==> config.mk <==
export PLATFORM = sky130hd
export DESIGN_NAME = bsp_ctrl_flat
export DESIGN_NICKNAME = d
export VERILOG_FILES = /design/src/rtl/bsp_pkg.sv /design/src/rtl/bsp_if.sv /design/src/rtl/bsp_fifo.sv /design/src/rtl/bsp_ctrl.sv /design/src/flat_wrapper.sv
export SDC_FILE = /design/constraint.sdc
export NUM_CORES = 2
export LEC_CHECK = 0
export BUFFER_PORTS_ARGS = -buffer_cell sky130_fd_sc_hd__buf_2
export CAP_MARGIN = 20
export CORE_MARGIN = 5
export CORE_UTILIZATION = 30
export DETAILED_ROUTE_END_ITERATION = 6
export GPL_ROUTABILITY_DRIVEN = 0
export PLACE_DENSITY_LB_ADDON = 0.2
export SLEW_MARGIN = 20
export SYNTH_ARGS = -nofsm -noshare
export SYNTH_HDL_FRONTEND = slang
export SYNTH_SLANG_ARGS = --single-unit
==> constraint.sdc <==
create_clock -name mclk -period 18.3 [get_ports mclk]
set_clock_uncertainty 0.05 [all_clocks]
set_input_delay 1.83 -clock mclk [delete_from_list [all_inputs] [get_ports mclk]]
set_output_delay 1.83 -clock mclk [all_outputs]
set_load 0.005 [all_outputs]
==> src/rtl/bsp_pkg.sv <==
package bsp_pkg;

  // ----------------------------------------------------------------
  // Geometry
  // ----------------------------------------------------------------

  // Data width of the 36-bit configuration that this model builds.
  localparam int BSP_DW = 36;
  // Address width tied to the data width.
  localparam int BSP_AW = (BSP_DW <= 9) ? 20 : (BSP_DW == 18) ? 19 : 18;
  // Words per burst, one from each array.
  localparam int BSP_BURST = 4;
  // Number of write select lanes.
  localparam int BSP_LANES = (BSP_DW == 8) ? 2 : BSP_DW / 9;
  // Bits per lane.
  localparam int BSP_LANE_W = (BSP_DW == 8) ? 4 : 9;
  // Index bits of each array held in simulation, 64 words; the full depth is 2**BSP_AW.
  localparam int BSP_DEPTH_BITS = 6;
  // Read latency in half cycles, normal and dll-off modes.
  localparam logic [2:0] BSP_LAT_DLL = 3'h3;
  localparam logic [2:0] BSP_LAT_NODLL = 3'h2;
  // Request FIFO depth and reset values.
  localparam int BSP_FIFO_DEPTH = 8;
  localparam logic [1:0] BSP_BEAT_RST = 2'h0;

  // Beat counter states.
  typedef enum logic [1:0] {
    BSP_IDLE = 2'b00,
    BSP_BUSY = 2'b01
  } bsp_state_t;

  // Expand the active-low lane selects into a bit mask, ones where written.
  function automatic logic [BSP_DW-1:0] bsp_mask(input logic [BSP_LANES-1:0] sel_n);
    logic [BSP_DW-1:0] m;
    m = '0;
    for (int i = 0; i < BSP_LANES; i++) begin
      m[i*BSP_LANE_W +: BSP_LANE_W] = {BSP_LANE_W{~sel_n[i]}};
    end
    return m;
  endfunction : bsp_mask

endpackage : bsp_pkg

==> src/rtl/bsp_if.sv <==
`timescale 1ns/1ps
// ------------------------------------------------------------------
// Pin bundle between controller and memory. Both input clock edges
// are modelled as one-cycle enables of mclk: k_rise and kn_rise
// alternate, c_rise and cn_rise likewise for the output clock.
// ------------------------------------------------------------------
interface bsp_if;
  import bsp_pkg::*;
  logic k_rise; // Positive input clock edge enable.
  logic kn_rise; // Negative input clock edge enable.
  logic c_rise; // Positive output clock edge enable.
  logic cn_rise; // Negative output clock edge enable.
  logic single_clk; // High selects single clock mode.
  logic dll_disable_n; // Low selects dll-off mode.
  logic read_port_sel_n; // Read port select, active low.
  logic write_port_sel_n; // Write port select, active low.
  logic [BSP_AW-1:0] addr; // Shared address bus.
  logic [BSP_DW-1:0] wdata; // Write data bus.
  logic [BSP_LANES-1:0] byte_write_sel_n; // Lane write selects, active low.
  logic [BSP_DW-1:0] rdata; // Read data out.
  logic rdata_oe; // High while the memory drives rdata.
  logic [1:0] echo_clk_pair; // Echo clock pair, bit 0 positive.

  modport ctrl (
    output k_rise, kn_rise, c_rise, cn_rise, single_clk, dll_disable_n,
    output read_port_sel_n, write_port_sel_n, addr, wdata, byte_write_sel_n,
    input rdata, rdata_oe, echo_clk_pair
  );
  modport mem (
    input k_rise, kn_rise, c_rise, cn_rise, single_clk, dll_disable_n,
    input read_port_sel_n, write_port_sel_n, addr, wdata, byte_write_sel_n,
    output rdata, rdata_oe, echo_clk_pair
  );
endinterface : bsp_if

==> src/rtl/bsp_fifo.sv <==
`timescale 1ns/1ps
// ------------------------------------------------------------------
// Small synchronous FIFO with valid/ready on both sides.
// ------------------------------------------------------------------
module bsp_fifo #(
  parameter int WIDTH = 8,
  parameter int DEPTH = 8
) (
  input wire logic mclk,
  input wire logic nrst,
  input wire logic in_valid,
  output logic in_ready,
  input wire logic [WIDTH-1:0] in_data,
  output logic out_valid,
  input wire logic out_ready,
  output logic [WIDTH-1:0] out_data
);
  localparam int PW = $clog2(DEPTH);
  logic [WIDTH-1:0] mem [DEPTH]; // Storage words.
  logic [PW-1:0] wp; // Write pointer.
  logic [PW-1:0] rp; // Read pointer.
  logic [PW:0] cnt; // Occupancy.
  wire push = in_valid && in_ready;
  wire pop = out_valid && out_ready;

  // Ready while at least one slot is free, an empty queue included.
  assign in_ready = (cnt < (PW+1)'(DEPTH));
  assign out_valid = (cnt != '0);
  assign out_data = mem[rp];

  // Pointers and count; storage has no reset, it needs none.
  always_ff @(posedge mclk or negedge nrst) begin
    if (!nrst) begin
      wp <= '0;
      rp <= '0;
      cnt <= '0;
    end else begin
      if (push) wp <= PW'(wp + 1'b1);
      if (pop) rp <= PW'(rp + 1'b1);
      cnt <= (PW+1)'(cnt + {{PW{1'b0}}, push} - {{PW{1'b0}}, pop});
    end
  end

  // Data write.
  always_ff @(posedge mclk) begin
    if (push) mem[wp] <= in_data;
  end
endmodule : bsp_fifo

==> src/rtl/bsp_ctrl.sv <==
`timescale 1ns/1ps
// ------------------------------------------------------------------
// Controller end: queues burst requests in a FIFO and plays them out.
// ------------------------------------------------------------------
module bsp_ctrl
  import bsp_pkg::*;
(
  input wire logic mclk,
  input wire logic nrst,
  input wire logic single_clk,
  input wire logic dll_disable_n,
  input wire logic req_valid,
  output logic req_ready,
  input wire logic req_write,
  input wire logic [BSP_AW-1:0] req_addr,
  input wire logic [BSP_DW*BSP_BURST-1:0] req_wdata,
  input wire logic [BSP_LANES*BSP_BURST-1:0] req_sel_n,
  output logic [BSP_DW-1:0] rd_data,
  output logic rd_valid,
  bsp_if.ctrl pins
);
  localparam int RW = 1 + BSP_AW + BSP_DW*BSP_BURST + BSP_LANES*BSP_BURST;
  logic phase; // Half-cycle phase: 0 gives k_rise, 1 gives kn_rise.
  bsp_state_t state; // Burst sequencer state.
  logic [2:0] beat; // Write beat counter.
  logic [RW-1:0] cur; // Request being played out.
  logic wsel_n, rsel_n; // Port selects.
  logic [BSP_AW-1:0] addr_q;
  logic [BSP_DW-1:0] wdata_q;
  logic [BSP_LANES-1:0] sel_q;
  logic [BSP_DW-1:0] rd_q;
  logic rdv_q;
  wire f_valid;
  wire [RW-1:0] f_data;
  // Take on the negative phase, so the select stands in the next k_rise cycle.
  wire take = f_valid && (state == BSP_IDLE) && phase;

  bsp_fifo #(.WIDTH(RW), .DEPTH(BSP_FIFO_DEPTH)) u_fifo (
    .mclk(mclk), .nrst(nrst),
    .in_valid(req_valid), .in_ready(req_ready),
    .in_data({req_write, req_addr, req_wdata, req_sel_n}),
    .out_valid(f_valid), .out_ready(take), .out_data(f_data)
  );

  wire cur_wr = cur[RW-1];
  wire [BSP_DW*BSP_BURST-1:0] cur_d = cur[BSP_LANES*BSP_BURST +: BSP_DW*BSP_BURST];
  wire [BSP_LANES*BSP_BURST-1:0] cur_s = cur[BSP_LANES*BSP_BURST-1:0];
  wire [1:0] bi = beat[1:0];

  // Clock phase divider: both edges alternate every mclk.
  always_ff @(posedge mclk or negedge nrst) begin
    if (!nrst) phase <= 1'b0;
    else phase <= ~phase;
  end

  // Sequencer: select at K edge, then for writes only four beats of data with masks.
  always_ff @(posedge mclk or negedge nrst) begin
    if (!nrst) begin
      state <= BSP_IDLE;
      beat <= '0;
      cur <= '0;
      wsel_n <= 1'b1;
      rsel_n <= 1'b1;
      addr_q <= '0;
      wdata_q <= '0;
      sel_q <= '1;
    end else if (take) begin
      cur <= f_data;
      addr_q <= f_data[RW-2 -: BSP_AW];
      wsel_n <= ~f_data[RW-1];
      rsel_n <= f_data[RW-1];
      state <= f_data[RW-1] ? BSP_BUSY : BSP_IDLE;
      beat <= '0;
    end else begin
      wsel_n <= 1'b1;
      rsel_n <= 1'b1;
      if (state == BSP_BUSY) begin
        wdata_q <= cur_d[bi*BSP_DW +: BSP_DW];
        sel_q <= cur_s[bi*BSP_LANES +: BSP_LANES];
        beat <= 3'(beat + 1'b1);
        if (beat == 3'h3) state <= BSP_IDLE;
      end else sel_q <= '1;
    end
  end

  // Capture read beats while the memory drives the bus.
  always_ff @(posedge mclk or negedge nrst) begin
    if (!nrst) begin
      rd_q <= '0;
      rdv_q <= 1'b0;
    end else begin
      rd_q <= pins.rdata;
      rdv_q <= pins.rdata_oe;
    end
  end

  assign pins.k_rise = !phase;
  assign pins.kn_rise = phase;
  assign pins.c_rise = !phase;
  assign pins.cn_rise = phase;
  assign pins.single_clk = single_clk;
  assign pins.dll_disable_n = dll_disable_n;
  assign pins.read_port_sel_n = rsel_n;
  assign pins.write_port_sel_n = wsel_n;
  assign pins.addr = addr_q;
  assign pins.wdata = wdata_q;
  assign pins.byte_write_sel_n = sel_q;
  assign rd_data = rd_q;
  assign rd_valid = rdv_q;
endmodule : bsp_ctrl

==> src/flat_wrapper.sv <==
// flat-port wrapper written by rule: the top's interface ports become plain ports
module bsp_ctrl_flat import bsp_pkg::*;
  (mclk, nrst, single_clk, dll_disable_n, req_valid, req_ready, req_write, req_addr, req_wdata, req_sel_n, rd_data, rd_valid, pins_k_rise, pins_kn_rise, pins_c_rise, pins_cn_rise, pins_single_clk, pins_dll_disable_n, pins_read_port_sel_n, pins_write_port_sel_n, pins_addr, pins_wdata, pins_byte_write_sel_n, pins_rdata, pins_rdata_oe, pins_echo_clk_pair);
  bsp_if pins_i ();
  input wire logic mclk;
  input wire logic nrst;
  input wire logic single_clk;
  input wire logic dll_disable_n;
  input wire logic req_valid;
  output logic req_ready;
  input wire logic req_write;
  input wire logic [BSP_AW-1:0] req_addr;
  input wire logic [BSP_DW*BSP_BURST-1:0] req_wdata;
  input wire logic [BSP_LANES*BSP_BURST-1:0] req_sel_n;
  output logic [BSP_DW-1:0] rd_data;
  output logic rd_valid;
  output wire logic [$bits(pins_i.k_rise)-1:0] pins_k_rise;
  output wire logic [$bits(pins_i.kn_rise)-1:0] pins_kn_rise;
  output wire logic [$bits(pins_i.c_rise)-1:0] pins_c_rise;
  output wire logic [$bits(pins_i.cn_rise)-1:0] pins_cn_rise;
  output wire logic [$bits(pins_i.single_clk)-1:0] pins_single_clk;
  output wire logic [$bits(pins_i.dll_disable_n)-1:0] pins_dll_disable_n;
  output wire logic [$bits(pins_i.read_port_sel_n)-1:0] pins_read_port_sel_n;
  output wire logic [$bits(pins_i.write_port_sel_n)-1:0] pins_write_port_sel_n;
  output wire logic [$bits(pins_i.addr)-1:0] pins_addr;
  output wire logic [$bits(pins_i.wdata)-1:0] pins_wdata;
  output wire logic [$bits(pins_i.byte_write_sel_n)-1:0] pins_byte_write_sel_n;
  input wire logic [$bits(pins_i.rdata)-1:0] pins_rdata;
  input wire logic [$bits(pins_i.rdata_oe)-1:0] pins_rdata_oe;
  input wire logic [$bits(pins_i.echo_clk_pair)-1:0] pins_echo_clk_pair;
  assign pins_k_rise = pins_i.k_rise;
  assign pins_kn_rise = pins_i.kn_rise;
  assign pins_c_rise = pins_i.c_rise;
  assign pins_cn_rise = pins_i.cn_rise;
  assign pins_single_clk = pins_i.single_clk;
  assign pins_dll_disable_n = pins_i.dll_disable_n;
  assign pins_read_port_sel_n = pins_i.read_port_sel_n;
  assign pins_write_port_sel_n = pins_i.write_port_sel_n;
  assign pins_addr = pins_i.addr;
  assign pins_wdata = pins_i.wdata;
  assign pins_byte_write_sel_n = pins_i.byte_write_sel_n;
  assign pins_i.rdata = pins_rdata;
  assign pins_i.rdata_oe = pins_rdata_oe;
  assign pins_i.echo_clk_pair = pins_echo_clk_pair;
  bsp_ctrl u_core (.mclk(mclk), .nrst(nrst), .single_clk(single_clk), .dll_disable_n(dll_disable_n), .req_valid(req_valid), .req_ready(req_ready), .req_write(req_write), .req_addr(req_addr), .req_wdata(req_wdata), .req_sel_n(req_sel_n), .rd_data(rd_data), .rd_valid(rd_valid), .pins(pins_i));
endmodule
==> impl_metrics.toml <==
[power]
p_sw_share_pct = 32.8
p_switching_mw = 4.08
ir_worst_vdd_uv = 144
power_density_nw_per_um2 = 163
seqPwrFrac_pct = 42.5
p_int_mw = 8.34
combinationalPowerShare_pct = 28.4
clkPwrFrac_pct = 29.1
power_leakage_nw = 25.2

[die]
io_pins = 327
start_util_pct = 30.2
num_rows = 171
die_x_um = 477
core_area_um2 = 217000
die_height_um = 477
die-area_um2 = 228000

[sta]
setup_viol = 0
fin_crit_ns = 4.61
setup_tns_ns = 0
holdWs_ns = 0.449
timing.final.max_slew_violations = 0
relSlewSlack_pct = 26.1
hold_viol = 0
fmax_mhz = 217
finalCritPeriodShare_pct = 25.2
tightest_slew_ns = 1.11
rsz0062_at_grt = "false"

[global_route]
grt_pass1_vias = 35200
grt_pass1_wl_um = 270000
antenna_found_initial = 100
grt_max_degree = 155
grt-ovfl-total = 0
grt_use_total_pct = 16.4

[job]
cap_violations = 0

[clock_tree]
cts_tree = "yes"
cts.clk_slew.worst_paths_ns = 0.06
cts.repair.resized = 0
cts_buffer_depth = 3
post_cts_buffers = 0
cts_num_sinks = 1704
clockRootBuffer = "clkbuf_16"
insertion_delay_ns = 0.82
cts_made_buffers = 188
htreeDepth = 4
cts_hold_buf = 0

[setup_path]
critPathCaptureType = "register"
cp.arrival_ns = 5.23
path_delay_family = "buffers and inverters"
cp_data_required_time_ns = 18.92
critPathMostFrequentCell = "buf_4"
slowest_stage = "dfrtp_4"
critical_path_class = "reg -> reg"
max_stage_delay_ns = 0.95
cp-start-kind = "register"
path_max_fanout = 150
r2r_slack_ns = 13.69
cp_cell_sequence = "buf_12, buf_4, buf_4, mux2_2, o22ai_1, o31ai_1"
path_buf_inv = 3

[finish]
final_nets = 4079
drive_gt1_share_pct = 36.9
area.growth.synth_to_final_pct = 16.2
fin_util_pct = 35.0

[route]
avgRoutedWirePerCell_um = 27.9
firstDrtPassIters = 5
totalWireLength_um = 192000
drt_iter0_drc = 2305
viasPerCell = 4.99
via_count = 34400
drc = 0
postRouteAntennaNets = 0

[synth]
yosysTopAreaCellShare_pct = 65.7
synth_edf_count = 1432
ys_ff_latch = 1704
ys.flop_type = "edfxtp_1"
synthCells = 3517
netlist_top_cells_area = "edfxtp_1 (66%), mux2_2 (13%), dfrtp_1 (10%)"
ys_types = 34
synth_area_um2 = 65500
synthArstFlopShare_pct = 16.0
synth_nets = 3750
ys_warn_count = 0
synthTopCellsByCount = "edfxtp_1 (1432), mux2_2 (754), o22ai_1 (358), dfrtp_1 (266), o21ai_0 (183)"
synth_most_common_cell = "edfxtp_1"
synth_top_area_cell = "edfxtp_1"
avgSynthCellArea_um2 = 18.6
yosysSeqAreaShare_pct = 76.1

[place]
io_buffers = 320
hpwl_um = 102000

[outcome]
status = "complete, no violations"

[worst_hold_path]
min_path_type = "reg -> reg"
## routing by layer
| metal | share of wire, % | routed length [um] | up-vias | global-route usage [%] |
|---|---|---|---|---|
| met2 | 47 | 90000 | 895 | 26.4 |
| met4 | 3.2 | 6170 | 48 | 5.45 |
| li1 | - | - | 14900 | - |
| met3 | 6.2 | 11900 | 360 | 4.02 |
| met5 | 0.17 | 325 | - | 0 |
| met1 | 43 | 83400 | 18200 | 21.9 |
## worst reg2reg max path, cell delays in order, from the launching register on
cell and delay, ns:
dfrtp_4 0.95, buf_12 0.63, buf_4 1.15, buf_4 0.91
mux2_2 0.45, o22ai_1 0.24, o31ai_1 0.10
## power by group through the flow
| stage | Clock (mW) | Combinational, mW | Sequential (mW) |
|---|---|---|---|
| floorplan | 0 | 2.48 | 5.15 |
| global placement | 0 | 3.58 | 5.35 |
| detailed placement | 0 | 3.60 | 5.36 |
| CTS | 3.73 | 3.60 | 5.29 |
| global route | 3.90 | 3.80 | 5.32 |
| finish | 3.61 | 3.53 | 5.28 |
## layout make-up
cell class,instances,area (um^2)
fill,20500,141000
sequential,1704,49800
multi-input combinational,1563,14500
clock buffer,277,5280
tap,2854,3570
timing repair buffer,377,2180
clock inverter,77,606
inverter,12,45.0
antenna,17,42.5
## through the flow
step                worst slack, ns  cells  total power [mW]  area [um^2]
detailed placement            13.07   6510              8.96        70100
global route                  13.51   6870              13.0        76000
finish                        13.69   6881              12.4        76100
global placement              13.02   6510              8.93        70100
floorplan                      2.94   3517              7.64        65500
CTS                           13.65   6864              12.6        76000
## cells in the final DEF (no fill, tap or decap), types with 4 or more instances in the layout
cell type	count
edfxtp_1	1432
mux2_2	754
o22ai_1	358
buf_2	319
dfrtp_1	262
clkbuf_16	190
o21ai_0	183
o31ai_1	148
clkbuf_1	67
buf_4	46
mux4_2	40
clkinv_1	34
o31ai_2	30
clkinv_2	22
clkbuf_8	20
diode_2	17
inv_1	11
buf_12	11
ha_1	9
nor2_4	6
clkinv_8	6
dfstp_2	6
bufinv_16	5
nand2_1	4
o22a_1	4
inv_6	4
clkinvlp_4	4
## path summary, 6_finish.rpt
path                                       start                     to  depth (start not counted)
max in group asynchronous                   nrst         u_core.cur[74]                          2
max reg2reg                  u_core.u_fifo.rp[0]         u_core.cur[71]                          6
min                        u_core.pins.wdata[34]  u_core.pins.wdata[34]                          1
min reg2reg                u_core.pins.wdata[34]  u_core.pins.wdata[34]                          1
max                          u_core.u_fifo.rp[0]         u_core.cur[71]                          6
min in group asynchronous                   nrst  u_core.pins.wdata[10]                          1
## cell families after synthesis
logic type	Yosys count	synth area share, %
compound gates	728	7.20
xor+xnor	6	0.0803
fa+ha+maj	10	0.203
buf+inv	250	1.90
flops	1704	76.1
mux	794	14.3
simple gates	25	0.197
## flip-flops by register name, indices dropped and copies added, names as in the netlist
| signal | cells |
|---|---|
| u_core.beat | 3 |
| u_core.cur | 160 |
| u_core.pins.addr | 18 |
| u_core.pins.byte_write_sel_n | 4 |
| u_core.pins.cn_rise | 1 |
| u_core.pins.read_port_sel_n | 1 |
| u_core.pins.wdata | 36 |
| u_core.pins.write_port_sel_n | 1 |
| u_core.rd_data | 36 |
| u_core.rd_valid | 1 |
| u_core.state | 1 |
| u_core.u_fifo.cnt | 4 |
| u_core.u_fifo.mem | 1432 |
| u_core.u_fifo.rp | 3 |
| u_core.u_fifo.wp | 3 |
No activity file was read; power rests on OpenSTA's default activity.
